**config.mk**
```make
export PLATFORM = sky130hd
export DESIGN_NAME = ohs_ports
export DESIGN_NICKNAME = d
export VERILOG_FILES = /design/src/logic/ohs_fifo.v /design/src/logic/ohs_ports.v
export VERILOG_INCLUDE_DIRS = /design/src /design/src/logic
export SDC_FILE = /design/constraint.sdc
export NUM_CORES = 1
export LEC_CHECK = 0
export ABC_AREA = 1
export BUFFER_PORTS_ARGS = -buffer_cell sky130_fd_sc_hd__clkbuf_2
export CORE_UTILIZATION = 62
export DETAILED_ROUTE_END_ITERATION = 8
export PLACE_DENSITY = 0.86
export SYNTH_ARGS = -nofsm -noshare
export SYNTH_HDL_FRONTEND = slang
export SYNTH_SLANG_ARGS = --single-unit
```
**constraint.sdc**
```tcl
create_clock -name i_sys_clk -period 4.8 [get_ports i_sys_clk]
set_clock_uncertainty 0.1 [all_clocks]
set_input_delay 0.48 -clock i_sys_clk [delete_from_list [all_inputs] [get_ports i_sys_clk]]
set_output_delay 0.48 -clock i_sys_clk [all_outputs]
set_load 0.03 [all_outputs]
```
**src/logic/ohs_defines.vh**
```
// Purpose: Shared constants of the receive overhead serial output ports.
// Assumes: A 50 MHz system clock and a 160 ns overhead output clock.
// Notes:   Definitions only; included by bare name.
`ifndef OHS_DEFINES_VH
`define OHS_DEFINES_VH

// System clock period and overhead output clock period, in ns.
`define OHS_SYS_PERIOD_NS   20
`define OHS_LINK_PERIOD_NS  160

// System cycles per overhead clock period, derived from the two periods.
`define OHS_DIV_CYC         (`OHS_LINK_PERIOD_NS / `OHS_SYS_PERIOD_NS)

// Divider phase at which the output clock falls and at which it rises.
`define OHS_FALL_AT         (`OHS_DIV_CYC / 2 - 1)
`define OHS_RISE_AT         (`OHS_DIV_CYC - 1)

// Lane numbers of the six serial ports.
`define OHS_LANE_DCC        0
`define OHS_LANE_OW         1
`define OHS_LANE_HI         2
`define OHS_LANE_CH0        3
`define OHS_NUM_LANES       6

// Lanes whose frame-start output spans the whole first byte.
`define OHS_FS_WHOLE_MASK   6'h3c

// Width of one FIFO word (frame-start flag plus byte) and FIFO depth.
`define OHS_FIFO_WIDTH      9
`define OHS_FIFO_DEPTH      8
`define OHS_FIFO_AW         3

// Bits per overhead byte less one, loaded into the bit counter.
`define OHS_BITS_LEFT_INIT  4'h7

`endif

```
**src/logic/ohs_fifo.v**
```verilog
// Purpose: Small synchronous FIFO with valid and ready on both sides.
// Assumes: Depth is a power of two and AW is its log2.
// Notes:   Full and empty come from a pointer pair one bit wider than AW.
`timescale 1ns/1ps
`default_nettype none

module ohs_fifo
#(
    parameter WIDTH = 9,
    parameter DEPTH = 8,
    parameter AW    = 3
)
(
    input  wire             i_sys_clk,
    input  wire             i_sys_rst,
    input  wire [WIDTH-1:0] i_wr_data,
    input  wire             i_wr_valid,
    output wire             o_wr_ready,
    output wire [WIDTH-1:0] o_rd_data,
    output wire             o_rd_valid,
    input  wire             i_rd_ready
);

    reg  [WIDTH-1:0] mem_q [0:DEPTH-1];  // Storage words, flip-flops.
    reg  [AW:0]      wr_ptr_q;           // Write pointer with wrap bit.
    reg  [AW:0]      rd_ptr_q;           // Read pointer with wrap bit.
    wire             full;               // All words hold data.
    wire             empty;              // No word holds data.
    wire             push;               // A word is accepted this cycle.
    wire             pop;                // A word is taken this cycle.

    // Equal pointers mean empty; only the wrap bit differing means full.
    assign empty      = (wr_ptr_q == rd_ptr_q);
    assign full       = (wr_ptr_q[AW] != rd_ptr_q[AW]) && (wr_ptr_q[AW-1:0] == rd_ptr_q[AW-1:0]);
    assign o_wr_ready = ~full;
    assign o_rd_valid = ~empty;
    assign push       = i_wr_valid & ~full;
    assign pop        = i_rd_ready & ~empty;
    assign o_rd_data  = mem_q[rd_ptr_q[AW-1:0]];

    // Storage needs no reset; a word is only read after it was written.
    always @(posedge i_sys_clk)
    begin
        if (push)
        begin
            mem_q[wr_ptr_q[AW-1:0]] <= i_wr_data;
        end
    end

    // Pointers advance on accepted pushes and pops.
    always @(posedge i_sys_clk or posedge i_sys_rst)
    begin
        if (i_sys_rst)
        begin
            wr_ptr_q <= {(AW+1){1'b0}};
            rd_ptr_q <= {(AW+1){1'b0}};
        end
        else
        begin
            if (push)
            begin
                wr_ptr_q <= wr_ptr_q + 1'b1;
            end
            if (pop)
            begin
                rd_ptr_q <= rd_ptr_q + 1'b1;
            end
        end
    end

endmodule // ohs_fifo

`default_nettype wire

```
**src/logic/ohs_ports.v**
```verilog
// Purpose: Receive overhead serial output ports (section DCC, order-wire,
//          high-order path overhead and three per-channel path overhead).
// Assumes: Upstream overhead processors deliver whole bytes with a flag
//          that marks the first byte of a frame (E1 or J1).
// Notes:   All output clocks are made here by dividing the system clock.
`timescale 1ns/1ps
`default_nettype none
`include "ohs_defines.vh"

module ohs_ports
(
    input  wire        i_sys_clk,                      // 50 MHz system clock.
    input  wire        i_sys_rst,                      // Asynchronous reset, active high.
    input  wire [47:0] i_lane_byte,                    // Byte per lane, lane n at [8n+7:8n].
    input  wire [5:0]  i_lane_first,                   // First byte of a frame, per lane.
    input  wire [5:0]  i_lane_valid,                   // Byte offered, per lane.
    output wire [5:0]  o_lane_ready,                   // Byte accepted, per lane.
    output wire        o_transport_overhead_out_clock, // Clock of the DCC and order-wire ports.
    output wire        o_section_dcc_data_out,         // Serial section DCC data.
    output wire        o_section_dcc_valid_out,        // Section DCC bit valid.
    output wire        o_order_wire_data_out,          // Serial order-wire data.
    output wire        o_order_wire_valid_out,         // Order-wire bit valid.
    output wire        o_order_wire_frame_start,       // First bit of E1.
    output wire        o_hi_order_path_oh_clock,       // High-order path overhead clock.
    output wire        o_hi_order_path_oh_data,        // High-order path overhead data.
    output wire        o_hi_order_path_oh_frame_start, // High-order J1 byte marker.
    output wire        o_hi_order_path_oh_valid,       // High-order path data valid.
    output wire [2:0]  o_channel_path_oh_clock,        // Per-channel path overhead clocks.
    output wire [2:0]  o_channel_path_oh_data,         // Per-channel path overhead data.
    output wire [2:0]  o_channel_path_oh_frame_start,  // Per-channel J1 byte markers.
    output wire [2:0]  o_channel_path_oh_valid         // Per-channel path data valid.
);

    // The phases are worked out as integers and cut to the divider's
    // three bits on purpose; the divide ratio must therefore stay at eight.
    localparam integer FALL_INT = `OHS_FALL_AT;     // Falling-edge phase, full width.
    localparam integer RISE_INT = `OHS_RISE_AT;     // Rising-edge phase, full width.
    localparam [2:0] FALL_AT = FALL_INT[2:0];       // Divider phase of the falling edge.
    localparam [2:0] RISE_AT = RISE_INT[2:0];       // Divider phase of the rising edge.
    localparam [5:0] FS_WHOLE = `OHS_FS_WHOLE_MASK; // Lanes with byte-long frame start.

    reg  [2:0] div_q;      // Phase within one overhead clock period.
    reg  [5:0] oclk_q;     // One output clock register per port.
    wire       tick_fall;  // This edge drops every output clock.
    wire       tick_rise;  // This edge raises every output clock.
    wire [5:0] lane_data;  // Serial data of each lane.
    wire [5:0] lane_valid; // Valid indicator of each lane.
    wire [5:0] lane_fs;    // Frame-start indicator of each lane.

    assign tick_fall = (div_q == FALL_AT);
    assign tick_rise = (div_q == RISE_AT);

    // Free-running divider; the output clocks never stop, so the far end
    // always sees a rising edge to sample on, even while ports are idle.
    always @(posedge i_sys_clk or posedge i_sys_rst)
    begin
        if (i_sys_rst)
        begin
            div_q <= 3'h0;
        end
        else
        begin
            div_q <= div_q + 3'h1;
        end
    end

    // Every port gets its own clock register, so a load or fault on one
    // clock pin cannot disturb the others. Reset leaves them high so the
    // first transition seen is a falling edge that carries data.
    always @(posedge i_sys_clk or posedge i_sys_rst)
    begin
        if (i_sys_rst)
        begin
            oclk_q <= 6'h3f;
        end
        else if (tick_fall)
        begin
            oclk_q <= 6'h00;
        end
        else if (tick_rise)
        begin
            oclk_q <= 6'h3f;
        end
    end

    // True once no bit of the current byte remains behind the one on the
    // pin; both the fetch and the shifter decode it, so they cannot disagree.
    function byte_done;
        input [3:0] left;
        begin
            byte_done = (left == 4'h0);
        end
    endfunction

    // One lane per serial port: an input FIFO and a shifter that moves out
    // one bit, MSB first, at each falling output clock edge.
    genvar g;
    generate
        for (g = 0; g < `OHS_NUM_LANES; g = g + 1)
        begin : lane
            wire [8:0] fifo_out;   // Frame-start flag and byte at the FIFO head.
            wire       fifo_valid; // FIFO holds a byte.
            wire       load;       // Head byte is taken this edge.
            reg  [6:0] sh_q;       // Bits of the byte not yet on the pin.
            reg  [3:0] left_q;     // Bits still to follow the current one.
            reg        data_q;     // Bit on the pin.
            reg        valid_q;    // Valid indicator on the pin.
            reg        fs_q;       // Frame-start indicator on the pin.
            reg        fsb_q;      // Current byte opened a frame.

            ohs_fifo
            #(
                .WIDTH (`OHS_FIFO_WIDTH),
                .DEPTH (`OHS_FIFO_DEPTH),
                .AW    (`OHS_FIFO_AW)
            )
            u_fifo
            (
                .i_sys_clk  (i_sys_clk),
                .i_sys_rst  (i_sys_rst),
                .i_wr_data  ({i_lane_first[g], i_lane_byte[8*g+7:8*g]}),
                .i_wr_valid (i_lane_valid[g]),
                .o_wr_ready (o_lane_ready[g]),
                .o_rd_data  (fifo_out),
                .o_rd_valid (fifo_valid),
                .i_rd_ready (load)
            );

            // A new byte is fetched only at a falling edge after the last
            // bit of the previous one; bytes therefore run back to back.
            assign load = tick_fall && byte_done(left_q) && fifo_valid;

            // All pin registers move together, only on the falling edge.
            always @(posedge i_sys_clk or posedge i_sys_rst)
            begin
                if (i_sys_rst)
                begin
                    sh_q    <= 7'h00;
                    left_q  <= 4'h0;
                    data_q  <= 1'b0;
                    valid_q <= 1'b0;
                    fs_q    <= 1'b0;
                    fsb_q   <= 1'b0;
                end
                else if (tick_fall)
                begin
                    if (!byte_done(left_q))
                    begin
                        // Middle of a byte: next bit, valid stays high.
                        data_q  <= sh_q[6];
                        sh_q    <= {sh_q[5:0], 1'b0};
                        left_q  <= left_q - 4'h1;
                        valid_q <= 1'b1;
                        // Path ports mark the whole J1 byte; order-wire
                        // marks only the first bit of E1.
                        fs_q    <= fsb_q & FS_WHOLE[g];
                    end
                    else if (fifo_valid)
                    begin
                        // First bit of a fresh byte.
                        data_q  <= fifo_out[7];
                        sh_q    <= fifo_out[6:0];
                        left_q  <= `OHS_BITS_LEFT_INIT;
                        valid_q <= 1'b1;
                        fs_q    <= fifo_out[8];
                        fsb_q   <= fifo_out[8];
                    end
                    else
                    begin
                        // Nothing to send: indicators drop, data parks low.
                        data_q  <= 1'b0;
                        valid_q <= 1'b0;
                        fs_q    <= 1'b0;
                        fsb_q   <= 1'b0;
                    end
                end
            end

            assign lane_data[g]  = data_q;
            assign lane_valid[g] = valid_q;
            assign lane_fs[g]    = fs_q;
        end
    endgenerate

    // Section DCC port; the far end latches a bit at each rising edge
    // with valid high, which the half-period setup here allows.
    assign o_transport_overhead_out_clock = oclk_q[`OHS_LANE_DCC];
    assign o_section_dcc_data_out         = lane_data[`OHS_LANE_DCC];
    assign o_section_dcc_valid_out        = lane_valid[`OHS_LANE_DCC];

    // Order-wire port shares the transport overhead clock by design; its
    // own clock register mirrors the DCC one exactly.
    assign o_order_wire_data_out    = lane_data[`OHS_LANE_OW];
    assign o_order_wire_valid_out   = lane_valid[`OHS_LANE_OW];
    assign o_order_wire_frame_start = lane_fs[`OHS_LANE_OW];

    // High-order path overhead port with its own clock.
    assign o_hi_order_path_oh_clock       = oclk_q[`OHS_LANE_HI];
    assign o_hi_order_path_oh_data        = lane_data[`OHS_LANE_HI];
    assign o_hi_order_path_oh_frame_start = lane_fs[`OHS_LANE_HI];
    assign o_hi_order_path_oh_valid       = lane_valid[`OHS_LANE_HI];

    // Three independent per-channel path overhead ports.
    assign o_channel_path_oh_clock       = oclk_q[`OHS_LANE_CH0+2:`OHS_LANE_CH0];
    assign o_channel_path_oh_data        = lane_data[`OHS_LANE_CH0+2:`OHS_LANE_CH0];
    assign o_channel_path_oh_frame_start = lane_fs[`OHS_LANE_CH0+2:`OHS_LANE_CH0];
    assign o_channel_path_oh_valid       = lane_valid[`OHS_LANE_CH0+2:`OHS_LANE_CH0];

endmodule // ohs_ports

`default_nettype wire

```
==> results.py <==
metrics = {
    "global_route": {
        "grt_pass1_wl_um": 85060,
        "grt_max_degree": 93,
        "grt_overflow": 0,
        "antenna_found_initial": 1,
        "grt_pass1_vias": 17580,
        "track_usage_pct": 25.96,
    },
    "setup_path": {
        "crit_chain": "inv_1 -> nand2_1 -> nand2_1 -> nor2_4 -> nand3_2 -> clkbuf_2",
        "cpPeakStageDelay_ns": 0.87,
        "critPathMaxFanout": 22,
        "crit_path_top_delay_cell": "dfrtp_1",
        "critical_path_required_ns": 4.22,
        "cp-end-kind": "output port",
        "worstSetupStartpointType": "flip-flop",
        "critical_path_class": "reg2out",
        "crit_path_frequent_cell": "nand2_1",
        "cp.arrival_ns": 2.80,
    },
    "sta": {
        "hold_viol": 0,
        "slew_viol_final": 0,
        "relSlewSlack_pct": 12.56,
        "period_minus_slack_ns": 3.379,
        "fin_crit_sh_pct": 70.40,
        "tightest_slew_ns": 1.302,
        "rsz0062_at_grt": "false",
        "setup_viol": 0,
        "fmax_mhz": 295.9,
        "fin_setup_tns_ns": 0,
    },
    "clock_tree": {
        "worstSkewPairLatency_ns": 0.60,
        "cts_tree": "done",
        "clk_pin_slew_worst_paths_ns": 0.06,
        "htreeDepth": 2,
        "cts_sinks": 559,
        "cts_made_buffers": 54,
        "cts_root_buffer": "clkbuf_16",
        "postCtsSetupBuffers": 0,
        "clock_path_buffers": 3,
    },
    "route": {
        "drc": 0,
        "antenna_left": 0,
        "via_per_inst": 5.487,
        "num_vias": 17694,
        "wl_per_cell_um": 16.29,
        "dr.pass1.iters": 8,
        "finalWirelength_um": 52530,
        "dr.first_iter.drc_count": 1503,
    },
    "power": {
        "combPwrFrac_pct": 30.3,
        "leakage_nw": 12.28,
        "swShare_pct": 35.79,
        "powerDensity_nw_per_um2": 578.3,
        "power.share.clock_pct": 27.4,
        "p_sw_w": 0.005720,
        "p_seq_share_pct": 42.3,
        "p_int_w": 0.01026,
        "vdd_drop_max_mv": 0.4650,
    },
    "floorplan": {
        "initial_utilization_pct": 62.93,
        "die_w_um": 202.8,
        "dieArea_um2": 41130,
        "fp.dieH_um": 202.8,
        "pin_count": 90,
        "core-area_um2": 39730,
        "num_rows": 73,
    },
    "yosys": {
        "synth_area_per_cell_um2": 9.661,
        "synth_seq_area_share_pct": 64.44,
        "synth_area_um2": 25000,
        "syn-num-nets": 2671,
        "ys.flop_type": "edfxtp_1",
        "synth_most_common_cell": "nand2_1",
        "synth_area_leaders": "edfxtp_1 (51%), nand2_1 (15%), dfrtp_1 (13%)",
        "synthArstFlopShare_pct": 24.15,
        "syn_inst": 2588,
        "synth_top_area_share_pct": 50.92,
        "synth-edff-count": 424,
        "yosysUniqueCellTypes": 33,
        "ys_seq_elements": 559,
        "synth_common_cells": "nand2_1 (1,005), edfxtp_1 (424), inv_1 (249)",
        "synth_top_cell_by_area": "edfxtp_1",
        "yosysWarnings": 0,
    },
    "placement": {
        "place.gp.congestion": 0.8314,
        "port_buffers": 88,
        "dp_hpwl_um": 32280,
        "postPlaceCellArea_um2": 25760,
    },
    "job": {
        "maxCapViolCount": 0,
    },
    "outcome": {
        "outcome": "finished, final reports clean",
    },
    "cells_and_area": {
        "final_area_um2": 27630,
        "nets": 2737,
        "syn_to_final_growth_pct": 10.51,
        "layout-drive-gt1-share_pct": 10.74,
        "diodes": 0,
    },
    "hold_path": {
        "min_path_type": "in2reg",
    },
}
-- critical path: cells and delay by family (launching register included) --
kind	cells	cell delay, ns
buffers and inverters	2	0.83
flip-flops	1	0.87
AND/OR/NAND/NOR	4	0.50
-- worst paths after layout --
check                           cells after the start                                      to  slack (ns)                                    from
worst max register to register                      7    lane[5].u_fifo.mem_q[7][2]$_DFFE_PP_        1.57  lane[5].u_fifo.rd_ptr_q[1]$_DFFE_PP0P_
max in group asynchronous                           4             lane[4].sh_q[1]$_DFFE_PP0P_        2.97                               i_sys_rst
worst min-delay path                                1    lane[2].u_fifo.mem_q[2][5]$_DFFE_PP_        0.06                         i_lane_byte[21]
worst max-delay path                                6                         o_lane_ready[5]        1.42  lane[5].u_fifo.rd_ptr_q[1]$_DFFE_PP0P_
min in group asynchronous                           3  lane[3].u_fifo.wr_ptr_q[0]$_DFFE_PP0P_        0.48                               i_sys_rst
worst min register to register                      1                      div_q[0]$_DFF_PP0_        0.32                      div_q[0]$_DFF_PP0_
-- final cells by class --
class	count	area [µm²]
sequential	559	16110
inverter	271	1023
clock buffer	82	1654
fill	2771	12100
clock inverter	20	205.2
tap	525	656.9
timing repair buffer	129	750.7
multi-input combinational	1639	7229
-- metrics by stage --
| stage | hold WS (ns) | setup slack, ns | cells | util, % | power, W |
|---|---|---|---|---|---|
| after floorplan | 0.3006 | 0.6105 | 2588 | - | 0.01037 |
| after global placement | 0.3118 | 1.669 | 3122 | 64.83 | 0.01129 |
| after detailed placement | 0.3229 | 1.575 | 3122 | 64.83 | 0.01159 |
| after CTS | 0.03468 | 1.424 | 3225 | 69.53 | 0.01601 |
| after global routing | 0.03527 | 1.311 | 3225 | 69.55 | 0.01689 |
| final | 0.05664 | 1.421 | 3225 | 69.55 | 0.01598 |
-- logic make-up (layout without fill, tap and decap cells) --
logic type	after synthesis	after routing	synth area share, %
and+or+nand+nor	1454	1454	23.79
DFF	559	559	64.44
buffers and inverters	390	502	6.666
AOI/OAI and AO/OA	125	125	2.692
xor gates and xnor gates	39	39	1.366
adders and majority gates	21	21	1.051
-- power by group through the flow --
stage               Sequential (W)  Combinational (W)  Clock [W]
floorplan                  0.00664            0.00373          0
global placement           0.00678            0.00451          0
detailed placement         0.00683            0.00476          0
CTS                        0.00675            0.00482    0.00443
global route               0.00685            0.00542    0.00461
finish                     0.00676            0.00484    0.00438
-- routing by layer --
layer / part of all wire [%] / global-route usage [%] / vias up
li1: - / - / 8461
met1: 39 / 32.56 / 8464
met2: 51 / 44.91 / 629
met3: 6.6 / 4.494 / 138
met4: 3.3 / 10.31 / 2
met5: 0.032 / 0 / -
-- state kept, by name, summed over array words and instances (netlist names) --
name / flops
lane.u_fifo.mem_q: 424
lane.sh_q: 42
lane.left_q: 24
lane.u_fifo.rd_ptr_q: 24
lane.u_fifo.wr_ptr_q: 24
lane.fsb_q: 4
div_q: 3
lane.data_q: 3
lane.valid_q: 3
o_hi_order_path_oh_data: 1
o_hi_order_path_oh_valid: 1
o_order_wire_data_out: 1
o_order_wire_frame_start: 1
o_order_wire_valid_out: 1
o_section_dcc_data_out: 1
o_section_dcc_valid_out: 1
oclk_q: 1
-- what timing repair did --
action,in CTS,in global routing
hold buffers,1,0
hold endpoints to repair,90,0
resized for setup,0,0
-- layout by cell type, fill, tap and decap left out, types with 27 or more instances in the layout --
cell / n
o21ai_0: 94
nand2_2: 27
nor3_1: 34
clkbuf_2: 88
nand2_1: 1005
clkbuf_16: 59
nand3_1: 235
dfrtp_1: 134
edfxtp_1: 424
buf_4: 40
nor2_1: 135
inv_1: 248
No activity file was read; power rests on OpenSTA's default activity.
